<file path="config.mk">
export PLATFORM = sky130hd
export DESIGN_NAME = ale_exec
export DESIGN_NICKNAME = d
export VERILOG_FILES = /design/src/ale_pkg.sv /design/src/ale_alu_if.sv /design/src/ale_alu.sv /design/src/ale_exec.sv
export VERILOG_INCLUDE_DIRS = /design/src /design/src/src
export SDC_FILE = /design/constraint.sdc
export NUM_CORES = 1
export LEC_CHECK = 0
export BUFFER_PORTS_ARGS = -buffer_cell sky130_fd_sc_hd__buf_2
export CAP_MARGIN = 10
export CORE_MARGIN = 5
export CORE_UTILIZATION = 47
export CTS_CLUSTER_DIAMETER = 80
export CTS_CLUSTER_SIZE = 28
export DETAILED_ROUTE_END_ITERATION = 10
export PLACE_DENSITY = 0.73
export SYNTH_ARGS = -nofsm -noshare
export SYNTH_HDL_FRONTEND = slang
export SYNTH_SLANG_ARGS = --single-unit
export TNS_END_PERCENT = 100
</file>
<file path="constraint.sdc">
create_clock -name clk_i -period 2.7 [get_ports clk_i]
set_input_delay 0.27 -clock clk_i [delete_from_list [all_inputs] [get_ports clk_i]]
set_output_delay 0.27 -clock clk_i [all_outputs]
set_load 0.05 [all_outputs]
</file>
<file path="src/ale_consts.svh">
`ifndef ALE_CONSTS_SVH
`define ALE_CONSTS_SVH

// Decoded operation codes presented on op_i
`define ALE_OP_NOP      3'h0
`define ALE_OP_DEC_SKIP 3'h1
`define ALE_OP_INC_SKIP 3'h2
`define ALE_OP_INC_FILE 3'h3
`define ALE_OP_OR_LIT   3'h4
`define ALE_OP_OR_FILE  3'h5
`define ALE_OP_JUMP     3'h6

// Destination select values
`define ALE_DEST_ACC  1'h0
`define ALE_DEST_FILE 1'h1

// Field positions
`define ALE_JUMP_LO_MSB  10
`define ALE_LATCH_LO_BIT 3
`define ALE_LATCH_HI_BIT 4

// Reset values
`define ALE_ACC_RST  8'h00
`define ALE_PC_RST   13'h0000
`define ALE_ZERO_RST 1'h0

// Instruction cycle counts
`define ALE_CYC_PLAIN 2'h1
`define ALE_CYC_TWO   2'h2

`endif

</file>
<file path="src/ale_pkg.sv">
package ale_pkg;

  // Execution sequencer states
  typedef enum logic {
    ALE_ST_EXEC,
    ALE_ST_DISCARD
  } ale_state_t;

  typedef logic [7:0] ale_byte_t;
  typedef logic [12:0] ale_pc_t;

endpackage

</file>
<file path="src/ale_alu_if.sv">
`timescale 1ns/1ps

// Operands and result between sequencer and datapath
interface ale_alu_if;
  logic [2:0] op;
  ale_pkg::ale_byte_t acc;
  ale_pkg::ale_byte_t fdata;
  ale_pkg::ale_byte_t literal;
  ale_pkg::ale_byte_t result;
  logic result_zero;
  logic writes_zero;
  logic skips;

  modport seq (output op, output acc, output fdata, output literal,
               input result, input result_zero, input writes_zero, input skips);
  modport alu (input op, input acc, input fdata, input literal,
               output result, output result_zero, output writes_zero, output skips);
endinterface

</file>
<file path="src/ale_alu.sv">
`timescale 1ns/1ps
`include "ale_consts.svh"

module ale_alu (
  // Operand and result bundle
  ale_alu_if.alu a
);

  // Result of the selected operation, wrapping modulo 256
  always_comb begin
    a.result = a.acc;
    a.writes_zero = 1'b0;
    a.skips = 1'b0;
    case (a.op)
      `ALE_OP_DEC_SKIP: begin
        a.result = a.fdata - 8'h01;
        a.skips = 1'b1;
      end
      `ALE_OP_INC_SKIP: begin
        a.result = a.fdata + 8'h01;
        a.skips = 1'b1;
      end
      `ALE_OP_INC_FILE: begin
        a.result = a.fdata + 8'h01;
        a.writes_zero = 1'b1;
      end
      `ALE_OP_OR_LIT: begin
        a.result = a.acc | a.literal;
        a.writes_zero = 1'b1;
      end
      `ALE_OP_OR_FILE: begin
        a.result = a.acc | a.fdata;
        a.writes_zero = 1'b1;
      end
      default: begin
        a.result = a.acc;
      end
    endcase
  end

  // All-zero detection of the 8-bit result
  assign a.result_zero = (a.result == 8'h00);

endmodule

</file>
<file path="src/ale_exec.sv">
// Behaviour
// - Decrement-skip-on-null writes file minus one to the accumulator (d=0) or file (d=1), flags kept.
// - A zero decrement-skip-on-null result discards the next instruction as a NOP, two cycles total.
// - A nonzero skip-on-null result lets the next instruction execute with no cycle lost.
// - Increments add one and route by d; only plain increment updates the zero flag.
// - A zero increment-skip-on-null result substitutes a NOP for the next instruction, flags kept.
// - The absolute jump loads its 11-bit operand into program counter bits 10..0.
// - The absolute jump fills program counter bits 12..11 from upper jump latch bits 4..3.
// - The absolute jump is unconditional, takes two cycles and leaves flags unchanged.
// - OR-literal ORs an 8-bit literal into the accumulator and updates the zero flag.
// - OR-file ORs accumulator and file, routes by d and updates the zero flag.
`timescale 1ns/1ps
`include "ale_consts.svh"

module ale_exec (
  // Clock and reset
  input wire logic clk_i,
  input wire logic rst_i,
  // Instruction slot, one per instruction cycle
  input wire logic instr_valid_i,
  input wire logic [2:0] op_i,
  input wire logic [6:0] file_addr_i,
  input wire logic dest_i,
  input wire logic [10:0] literal_i,
  // File register read data and jump latch
  input wire logic [7:0] file_rdata_i,
  input wire logic [7:0] upper_jump_latch_i,
  // File register write port
  output logic file_we_o,
  output logic [6:0] file_waddr_o,
  output logic [7:0] file_wdata_o,
  // Core state
  output logic [7:0] accumulator_o,
  output logic zero_flag_o,
  output logic [12:0] program_counter_o,
  // Per-cycle status
  output logic retire_o,
  output logic discard_o,
  output logic jump_o,
  output logic skip_taken_o,
  output logic [1:0] cycles_o,
  output logic illegal_op_o
);

  ////////////////////////////////////////////////////////////////////////////
  // Helper functions

  // Sequential next address, wrapping over 13 bits
  function automatic ale_pkg::ale_pc_t pc_step(input ale_pkg::ale_pc_t pc);
    pc_step = pc + 13'h0001;
  endfunction

  // Jump target built from the operand and the latch
  // Only latch bits 4..3 reach the counter, the rest of the latch is ignored
  function automatic ale_pkg::ale_pc_t jump_target(input logic [10:0] k,
                                                   input logic [7:0] latch);
    jump_target = {latch[`ALE_LATCH_HI_BIT:`ALE_LATCH_LO_BIT],
                   k[`ALE_JUMP_LO_MSB:0]};
  endfunction

  // Operations that read the file register
  function automatic logic uses_file(input logic [2:0] op);
    uses_file = (op == `ALE_OP_DEC_SKIP) || (op == `ALE_OP_INC_SKIP) ||
                (op == `ALE_OP_INC_FILE) || (op == `ALE_OP_OR_FILE);
  endfunction

  // Codes inside the supported group
  function automatic logic is_known(input logic [2:0] op);
    is_known = (op <= `ALE_OP_JUMP);
  endfunction

  ////////////////////////////////////////////////////////////////////////////
  // Internal state and datapath

  ale_pkg::ale_state_t state;
  ale_pkg::ale_state_t next_state;
  ale_pkg::ale_byte_t acc;
  logic zero;
  ale_pkg::ale_pc_t pc;

  ale_alu_if alu_bus ();

  // Operands to the datapath
  assign alu_bus.op = op_i;
  assign alu_bus.acc = acc;
  assign alu_bus.fdata = file_rdata_i;
  assign alu_bus.literal = literal_i[7:0];

  ale_alu u_alu (
    .a(alu_bus)
  );

  ////////////////////////////////////////////////////////////////////////////
  // Decode of the current slot

  logic exec_now;
  logic is_jump;
  logic to_file;
  logic skip_now;
  logic next_discard;
  logic discarding;

  // The slot of this cycle falls in a discard cycle
  assign discarding = (state == ale_pkg::ALE_ST_DISCARD);
  // An instruction executes only outside a discard cycle
  assign exec_now = instr_valid_i && !discarding;
  assign is_jump = (op_i == `ALE_OP_JUMP);
  assign to_file = uses_file(op_i) && (dest_i == `ALE_DEST_FILE);
  // Skip only on a zero result; nonzero carries on normally
  assign skip_now = exec_now && alu_bus.skips && alu_bus.result_zero;
  // Jump always discards the prefetched slot
  assign next_discard = skip_now || (exec_now && is_jump);

  ////////////////////////////////////////////////////////////////////////////
  // Sequencer

  // Next state choice
  always_comb begin
    next_state = state;
    case (state)
      ale_pkg::ALE_ST_EXEC: begin
        if (next_discard) begin
          next_state = ale_pkg::ALE_ST_DISCARD;
        end
      end
      ale_pkg::ALE_ST_DISCARD: begin
        // The slot in this cycle is executed as a NOP
        // An idle cycle keeps waiting, so the next valid slot is the one dropped
        if (instr_valid_i) begin
          next_state = ale_pkg::ALE_ST_EXEC;
        end
      end
      default: begin
        next_state = ale_pkg::ALE_ST_EXEC;
      end
    endcase
  end

  // State register
  // Reset leaves the sequencer ready for a slot on the first edge
  always_ff @(posedge clk_i) begin
    if (rst_i) begin
      state <= ale_pkg::ALE_ST_EXEC;
    end else begin
      state <= next_state;
    end
  end

  ////////////////////////////////////////////////////////////////////////////
  // Accumulator

  // Written by results routed to it, never in a discard cycle
  // Or-literal ignores the destination bit
  always_ff @(posedge clk_i) begin
    if (rst_i) begin
      acc <= `ALE_ACC_RST;
    end else if (exec_now) begin
      if (op_i == `ALE_OP_OR_LIT) begin
        acc <= alu_bus.result;
      end else if (uses_file(op_i) && (dest_i == `ALE_DEST_ACC)) begin
        acc <= alu_bus.result;
      end
    end
  end

  ////////////////////////////////////////////////////////////////////////////
  // Zero flag

  // Updated only by operations that affect it
  // Skips, the jump and discarded slots leave it alone
  always_ff @(posedge clk_i) begin
    if (rst_i) begin
      zero <= `ALE_ZERO_RST;
    end else if (exec_now && alu_bus.writes_zero) begin
      zero <= alu_bus.result_zero;
    end
  end

  ////////////////////////////////////////////////////////////////////////////
  // Program counter

  // Jump loads the target, every other valid slot steps, idle cycles hold
  // Discarded slots step too, since they were fetched
  always_ff @(posedge clk_i) begin
    if (rst_i) begin
      pc <= `ALE_PC_RST;
    end else if (exec_now && is_jump) begin
      pc <= jump_target(literal_i, upper_jump_latch_i);
    end else if (instr_valid_i) begin
      pc <= pc_step(pc);
    end
  end

  ////////////////////////////////////////////////////////////////////////////
  // File register write port

  // Write strobe, one cycle after the slot
  always_ff @(posedge clk_i) begin
    if (rst_i) begin
      file_we_o <= 1'b0;
    end else begin
      file_we_o <= exec_now && to_file;
    end
  end

  // Address and data hold after the strobe so a slow file can still take them
  always_ff @(posedge clk_i) begin
    if (rst_i) begin
      file_waddr_o <= 7'h00;
      file_wdata_o <= 8'h00;
    end else if (exec_now && to_file) begin
      file_waddr_o <= file_addr_i;
      file_wdata_o <= alu_bus.result;
    end
  end

  ////////////////////////////////////////////////////////////////////////////
  // Core state outputs

  // Registered copy of the accumulator
  always_ff @(posedge clk_i) begin
    if (rst_i) begin
      accumulator_o <= `ALE_ACC_RST;
    end else begin
      accumulator_o <= acc;
    end
  end

  // Registered copy of the zero flag
  always_ff @(posedge clk_i) begin
    if (rst_i) begin
      zero_flag_o <= `ALE_ZERO_RST;
    end else begin
      zero_flag_o <= zero;
    end
  end

  // Registered copy of the program counter
  always_ff @(posedge clk_i) begin
    if (rst_i) begin
      program_counter_o <= `ALE_PC_RST;
    end else begin
      program_counter_o <= pc;
    end
  end

  ////////////////////////////////////////////////////////////////////////////
  // Per-cycle status

  // Pulse for a slot that executed
  always_ff @(posedge clk_i) begin
    if (rst_i) begin
      retire_o <= 1'b0;
    end else begin
      retire_o <= exec_now;
    end
  end

  // Pulse for a slot dropped as a NOP
  always_ff @(posedge clk_i) begin
    if (rst_i) begin
      discard_o <= 1'b0;
    end else begin
      discard_o <= instr_valid_i && discarding;
    end
  end

  // Pulse for an executed jump
  always_ff @(posedge clk_i) begin
    if (rst_i) begin
      jump_o <= 1'b0;
    end else begin
      jump_o <= exec_now && is_jump;
    end
  end

  // Pulse for a skip-on-null with a zero result
  always_ff @(posedge clk_i) begin
    if (rst_i) begin
      skip_taken_o <= 1'b0;
    end else begin
      skip_taken_o <= skip_now;
    end
  end

  // Cycle count of the instruction just taken
  always_ff @(posedge clk_i) begin
    if (rst_i) begin
      cycles_o <= 2'h0;
    end else if (exec_now) begin
      cycles_o <= next_discard ? `ALE_CYC_TWO : `ALE_CYC_PLAIN;
    end
  end

  // Unsupported codes execute as a NOP and are flagged
  // Flagged so the core can trap, while the slot itself changes nothing
  always_ff @(posedge clk_i) begin
    if (rst_i) begin
      illegal_op_o <= 1'b0;
    end else begin
      illegal_op_o <= exec_now && !is_known(op_i);
    end
  end

endmodule

</file>
==> metrics.csv, run 1 <==
stage,metric,value,unit
worst_hold_path,min_path_type,in -> reg,
setup_path,critPathSlowestCell,nor4_4,
timing,fin_crit,2.294,ns
floorplan,start_util,47.71,%
timing,tightest_slew,0.8288,ns
setup_path,cp_max_fo,5,
setup_path,max_stage_delay,0.35,ns
cts,cts_root_buffer,clkbuf_8,
setup_path,crit_top_cell,nor4_1,
cts,cts.clk_slew.worst_paths,0.07,ns
synth,synth.mux.area_fraction,4.723,%
detailed_routing,ant_nets,0,
cts,cts_tree,done,
worst_hold_path,min_delay_path_depth,3,
floorplan,row_count,30,
synth,synthTopCellsByArea,"dfxtp_1 42%, nor2_1 6.3%, nand2_1 5.2%",
setup_path,r2r-start,discarding,
synth,synth_compound_area_share,18.15,%
floorplan,io_pins,86,
global_routing,antenna_found_initial,0,
synth,synthArstFlopShare,0,%
detailed_routing,firstDrtPassIters,4,
synth,synth_ff_type,dfxtp_1,
power_and_ir_drop,p_leak,1.656,nW
placed_design,dp.final_hpwl,5.805,mm
setup_path,ff2ff_setup_slack,0.83,ns
detailed_routing,drc,0,
setup_path,end_kind,register,
setup_path,critPathLaunchType,input port,
floorplan,dieHeight,92.59,µm
timing,fin_skew,0.006152,ns
setup_path,arrival,2.54,ns
finish,layout-drive-gt1-share,26.92,%
worst_hold_path,hold_end,file_waddr_o[5],
timing,slew_viol_final,0,
global_routing,grt_pass1_wl,12.98,mm
setup_path,critical_path_class,in -> reg,
synth,synth-xor-area-share,1.366,%
power_and_ir_drop,powerDensity,592.7,mW/mm²
setup_path,cp_num_buf_inv,1,
cts,cts.repair.resized,0,
synth,ys_ff_latch,68,
setup_path,crit_chain,buf_2 -> nor2b_4 -> xnor2_1 -> ha_1 -> nor4_1 -> nor4_1 -> a21oi_1 -> o2111ai_4 -> nor4_4 -> nand4_4 -> a2111oi_4,
global_routing,grt.total_usage,18.78,%
floorplan,dieArea,0.008572,mm²
finish,final-seq-area,0.001361,mm²
outcome,outcome,finished clean,
timing,min_period_over_period,84.95,%
synth,synth_common_cells,"68 x dfxtp_1, 54 x nor2_1, 44 x nand2_1",
floorplan,core-area,0.006719,mm²
finish,area_growth,22.52,%
cts,htree_levels,3,
synth,netlist.top_cell.by_area,dfxtp_1,
synth,syn_avg_cell_area,8.414,µm²
cts,clk_path_buf_depth,2,
cts,clock-sinks,68,
global_routing,grt_pass1_vias,2780,
global_routing,grt_max_degree,37,
setup_path,r2r_cells,6,
timing,rsz0062_at_grt,false,
finish,final_area,0.003928,mm²
worst_hold_path,worstHoldStart,file_addr_i[5],
floorplan,fp.dieW,92.59,µm
timing,timing.slew.headroom,44.63,%
finish,diodes,0,
setup_path,r2r_end,pc[6],
cts,cts_buffers,9,
synth,syn-num-nets,426,
synth,synth_top_family_by_area,simple AND/OR/NAND/NOR gates,
synth,synthAdderAreaFrac,1.561,%
global_routing,globalRoute.totalOverflow,0,
synth,ys_seq_area_share,42.47,%
synth,synth_most_common_cell,dfxtp_1,
cts,cts_setup_buffers,0,
synth,synthSimpleGateAreaFrac,27.09,%
finish,n_fill_cell,640,
detailed_routing,vias,2999,
synth,syn_area,0.003206,mm²
placed_design,place.port_buffers,79,
power_and_ir_drop,irDropWorstVdd,0.3460,mV
detailed_routing,avgRoutedWirePerCell,14.31,µm
cts,clock_latency,0.34,ns
synth,synth-edff-count,0,
timing,hold_viol,0,
setup_path,path_delay_family,simple AND/OR/NAND/NOR gates,
detailed_routing,drt_iter0_markers,161,
synth,netlist.area_leader.share,42.47,%
finish,multi_input_area,0.001705,mm²
placed_design,placed_area,0.003729,mm²
detailed_routing,wl,7.843,mm
finish,nets,508,
timing,final.setup.tns,0,ns
synth,synthDistinctLibCells,57,
detailed_routing,via_per_inst,5.473,
placed_design,finalWeightedCongestion,0.8400,
timing,max_freq,436.0,MHz
setup_path,crit_required,2.94,ns
job,maxCapViolations,0,
synth,ys_warn_count,0,
synth,synthCells,381,
timing,setup_violations,0,
cts,cts_hold_buf,0,
==> tightest hold or removal path: cells and delay by family <==
kind	cells	cell delay [ns]
AOI/OAI and AO/OA	1	0.05
and+or+nand+nor	1	0.04
buffers and inverters	1	0.09
==> worst max-delay path by stage <==
stage / endpoint / slack, ns / start / cells past startpoint
floorplan: cycles_o[1] / 0.05 / op_i[1] / 12
global placement: cycles_o[1] / 0.11 / op_i[2] / 11
detailed placement: cycles_o[1] / 0.07 / op_i[2] / 11
CTS: cycles_o[1] / 0.42 / op_i[2] / 11
global route: cycles_o[1] / 0.21 / op_i[2] / 11
finish: cycles_o[1] / 0.41 / op_i[2] / 11
==> stage by stage <==
stage	utilization [%]	instances	total power [mW]	worst slack [ns]	hold WS [ns]
2_1_floorplan	-	381	1.389	0.05064	0.3531
3_3_place_gp	55.49	532	1.512	0.1128	0.4389
3_5_place_dp	55.49	532	1.518	0.06754	0.4432
4_1_cts	58.45	548	2.344	0.4154	0.1554
5_1_grt	58.45	548	2.443	0.2150	0.1537
6_report	58.45	548	2.328	0.4064	0.1645
==> flip-flops by register name (all words and copies together) (netlist names), 2 cells and up <==
register	flops
program_counter_o	13
file_wdata_o	8
file_waddr_o	7
pc	13
cycles_o	2
acc	8
accumulator_o	8
==> logic make-up (layout without fill, tap and decap cells) <==
group | after synthesis | after routing
XOR/XNOR | 5 | 5
multiplexers | 15 | 15
AO/OA/AOI/OAI | 84 | 84
adder cells (fa/ha/maj) | 4 | 4
flip-flops | 68 | 68
buffers and inverters | 32 | 119
AND/OR/NAND/NOR | 173 | 173
==> placed cells by master, fill, tap and decap left out, types with 2 or more instances in the layout <==
| cell | count |
|---|---|
| o22a_1 | 2 |
| nand3b_1 | 2 |
| o21ai_0 | 15 |
| and3_1 | 5 |
| nand4_1 | 5 |
| nand2_1 | 44 |
| a21oi_1 | 27 |
| and4_1 | 2 |
| nor4_1 | 3 |
| a22o_1 | 2 |
| buf_2 | 79 |
| nand3_1 | 11 |
| o22ai_1 | 4 |
| xnor2_1 | 4 |
| clkinvlp_4 | 3 |
| nor2b_1 | 20 |
| a22oi_1 | 5 |
| a211oi_1 | 13 |
| or3_1 | 2 |
| mux2i_1 | 14 |
| nor2_1 | 54 |
| ha_1 | 4 |
| nand2b_1 | 4 |
| buf_4 | 19 |
| nor3_2 | 2 |
| nor3_1 | 8 |
| a2bb2oi_1 | 2 |
| dfxtp_1 | 68 |
| inv_1 | 3 |
| inv_6 | 3 |
| clkbuf_8 | 9 |
| nor3b_1 | 3 |
==> power by group <==
group | total [mW] | internal, mW | switching (mW)
registers | 1.06 | 1.04 | 0.0220
clock network | 0.831 | 0.431 | 0.400
logic | 0.435 | 0.153 | 0.282
==> per-layer routing <==
layer / routed length [µm] / GRT usage (%)
met1: 3647 / 24.27
met2: 3557 / 29.43
met3: 514 / 5.280
met4: 123 / 7.673
met5: 0 / 0
==> final cells by class <==
| cell class | instances | share of cell area (%) |
|---|---|---|
| Clock buffer | 9 | 3.154 |
| Clock inverter | 7 | 1.911 |
| Inverter | 5 | 0.6053 |
| Multi-Input combinational cell | 281 | 43.42 |
| Sequential cell | 68 | 34.66 |
| Tap cell | 80 | 2.549 |
| Timing Repair Buffer | 98 | 13.70 |
(Power assumes the default switching activity.)
==> run 2, diff against run 1 <==
--- a/config.mk
+++ b/config.mk
@@ -9,7 +9,7 @@
 export BUFFER_PORTS_ARGS = -buffer_cell sky130_fd_sc_hd__buf_2
 export CAP_MARGIN = 10
 export CORE_MARGIN = 5
-export CORE_UTILIZATION = 47
+export CORE_UTILIZATION = 49
 export CTS_CLUSTER_DIAMETER = 80
 export CTS_CLUSTER_SIZE = 28
 export DETAILED_ROUTE_END_ITERATION = 10
==> constraint.sdc (replaced) <==
create_clock -name clk_i -period 2.16 [get_ports clk_i]
set_input_delay 0.216 -clock clk_i [delete_from_list [all_inputs] [get_ports clk_i]]
set_output_delay 0.216 -clock clk_i [all_outputs]
set_load 0.05 [all_outputs]
==> metrics.csv, run 2 (synthesis gave the netlist of run 1 again) <==
stage,metric,value,unit,change
finish,final_common_cell,buf_2,,
finish,layout_common_cells,"77 x buf_2, 68 x dfxtp_1, 54 x nor2_1",,
detailed_routing,firstDrtPassIters,4,,unchanged
global_routing,globalRoute.totalOverflow,0,,unchanged
cts,clk_path_buf_depth,2,,unchanged
setup_path,arrival,2.33,ns,-0.21 ns
timing,hold_viol,0,,unchanged
setup_path,cp_max_fo,5,,unchanged
cts,cts_buffers,9,,unchanged
global_routing,grt_pass1_vias,2900,,+4.3%
cts,cts_tree,done,,
timing,tightest_slew,0.5013,ns,-0.3274 ns
detailed_routing,vias,3112,,+3.8%
global_routing,grt_max_degree,44,,+19%
finish,utilization,64.32,%,+5.9 points
floorplan,io_pins,86,,unchanged
finish,area_growth,27.40,%,
floorplan,core-area,0.006350,mm²,-5.5%
power_and_ir_drop,powerDensity,724.6,mW/mm²,+22%
detailed_routing,drt_iter0_markers,106,,-34%
worst_hold_path,min_path_type,in -> reg,,
outcome,outcome,finished clean,,
timing,final.setup.tns,0,ns,unchanged
cts,htree_levels,3,,unchanged
timing,max_freq,480.0,MHz,
detailed_routing,avgRoutedWirePerCell,15.41,µm,+7.7%
detailed_routing,drc,0,,unchanged
timing,setup_violations,0,,unchanged
floorplan,start_util,50.48,%,+2.8 points
setup_path,critical_path_class,in -> reg,,
detailed_routing,wl,8.599,mm,+9.6%
finish,diodes,0,,unchanged
setup_path,crit_required,2.40,ns,-0.54 ns
timing,fin_skew,0.007461,ns,+0.001308 ns
setup_path,critPathLaunchType,input port,,
floorplan,dieHeight,90.88,µm,-1.8%
timing,fin_crit,2.083,ns,
placed_design,finalWeightedCongestion,0.8625,,+2.7%
detailed_routing,via_per_inst,5.577,,+1.9%
timing,slew_viol_final,0,,unchanged
cts,clock_latency,0.35,ns,about the same
timing,rsz0062_at_grt,true,,
floorplan,fp.dieW,90.88,µm,-1.8%
finish,n_fill_cell,568,,-11%
power_and_ir_drop,p_leak,1.731,nW,+4.5%
finish,reg_top3,"pc: 13 flops, program_counter_o: 13 flops",,
timing,min_period_over_period,96.46,%,
job,maxCapViolations,0,,unchanged
timing,timing.slew.headroom,66.58,%,+22 points
setup_path,end_kind,register,,
power_and_ir_drop,power.total,2.959,mW,+27%
cts,cts_root_buffer,clkbuf_8,,
placed_design,place.port_buffers,79,,unchanged
power_and_ir_drop,irDropWorstVdd,0.5088,mV,+47%
timing,hold_slack,0.1008,ns,-0.06366 ns
floorplan,row_count,29,,-3.3%
cts,clock-sinks,68,,unchanged
global_routing,antenna_found_initial,0,,unchanged
placed_design,dp.final_hpwl,6.418,mm,+11%
cts,cts.clk_slew.worst_paths,0.08,ns,about the same
finish,nets,521,,+2.6%
global_routing,grt.total_usage,20.69,%,+1.9 points
global_routing,grt_pass1_wl,13.98,mm,+7.7%
detailed_routing,ant_nets,0,,unchanged
setup_path,max_stage_delay,0.34,ns,about the same
floorplan,dieArea,0.008259,mm²,-3.6%
finish,layout-drive-gt1-share,29.73,%,+2.8 points
setup_path,critPathSlowestCell,a2111oi_4,,
setup_path,crit_chain,buf_6 -> nor2b_4 -> buf_12 -> inv_6 -> ha_4 -> and4_1 -> a211oi_2 -> or4_4 -> o2111ai_4 -> nor4_4 -> nand4_4 -> a2111oi_4,,
[run 2: cell types whose count changed in the layout (fill, tap and decap cells not counted), sizes merged]
cell    delta
buf       +13
clkinv     +1
inv        -1
[run 2: repair_timing]
action / CTS / global route
setup buffers: 0 / 1
endpoints found under the setup margin: 0 / 4
gates resized for setup: 0 / 5
hold buffers: 0 / 0
[run 2: where the power goes]
part,switching [mW],internal [mW]
combinational,0.366,0.227
sequential,0.0304,1.30
clock,0.500,0.536
total,0.896,2.06
[run 2: final timing paths]
kind	to	cells past startpoint	from	slack, ns
min	file_waddr_o[2]	3	file_addr_i[2]	0.10
min reg2reg	file_waddr_o[3]	2	file_waddr_o[3]	0.46
max	cycles_o[1]	12	op_i[2]	0.08
max reg2reg	pc[12]	8	pc[0]	0.28
[run 2: cell type report]
class	instances	area (µm²)	share of cell area, %
Multi-Input combinational cell	281	1730	42.37
Timing Repair Buffer	111	673.1	16.48
Clock inverter	7	75.07	1.838
Inverter	5	23.77	0.5821
Tap cell	77	96.34	2.359
Sequential cell	68	1361	33.33
Clock buffer	9	123.9	3.033
[run 2: worst max-delay path: cells and delay by family]
family / cells / cell delay, ns
AND/OR/NAND/NOR: 5 / 0.92
AO/OA/AOI/OAI: 3 / 0.72
adder cells (fa/ha/maj): 1 / 0.20
buffers and inverters: 3 / 0.26
[run 2: metrics by stage]
stage,setup WS (ns),std cells,cell area [µm²]
finish,0.07654,558,4084
floorplan,-0.1716,381,3224
detailed placement,-0.2845,541,3842
global route,-0.05290,558,4084
global placement,-0.2125,541,3842
CTS,0.08326,557,4041
[run 2: metal layers]
metal,track usage [%],up-vias,wire (µm)
li1,-,1538,-
met2,32.63,104,4005
met3,6.083,19,659
met4,8.680,0,183
met1,26.27,1451,3749
met5,0,-,0
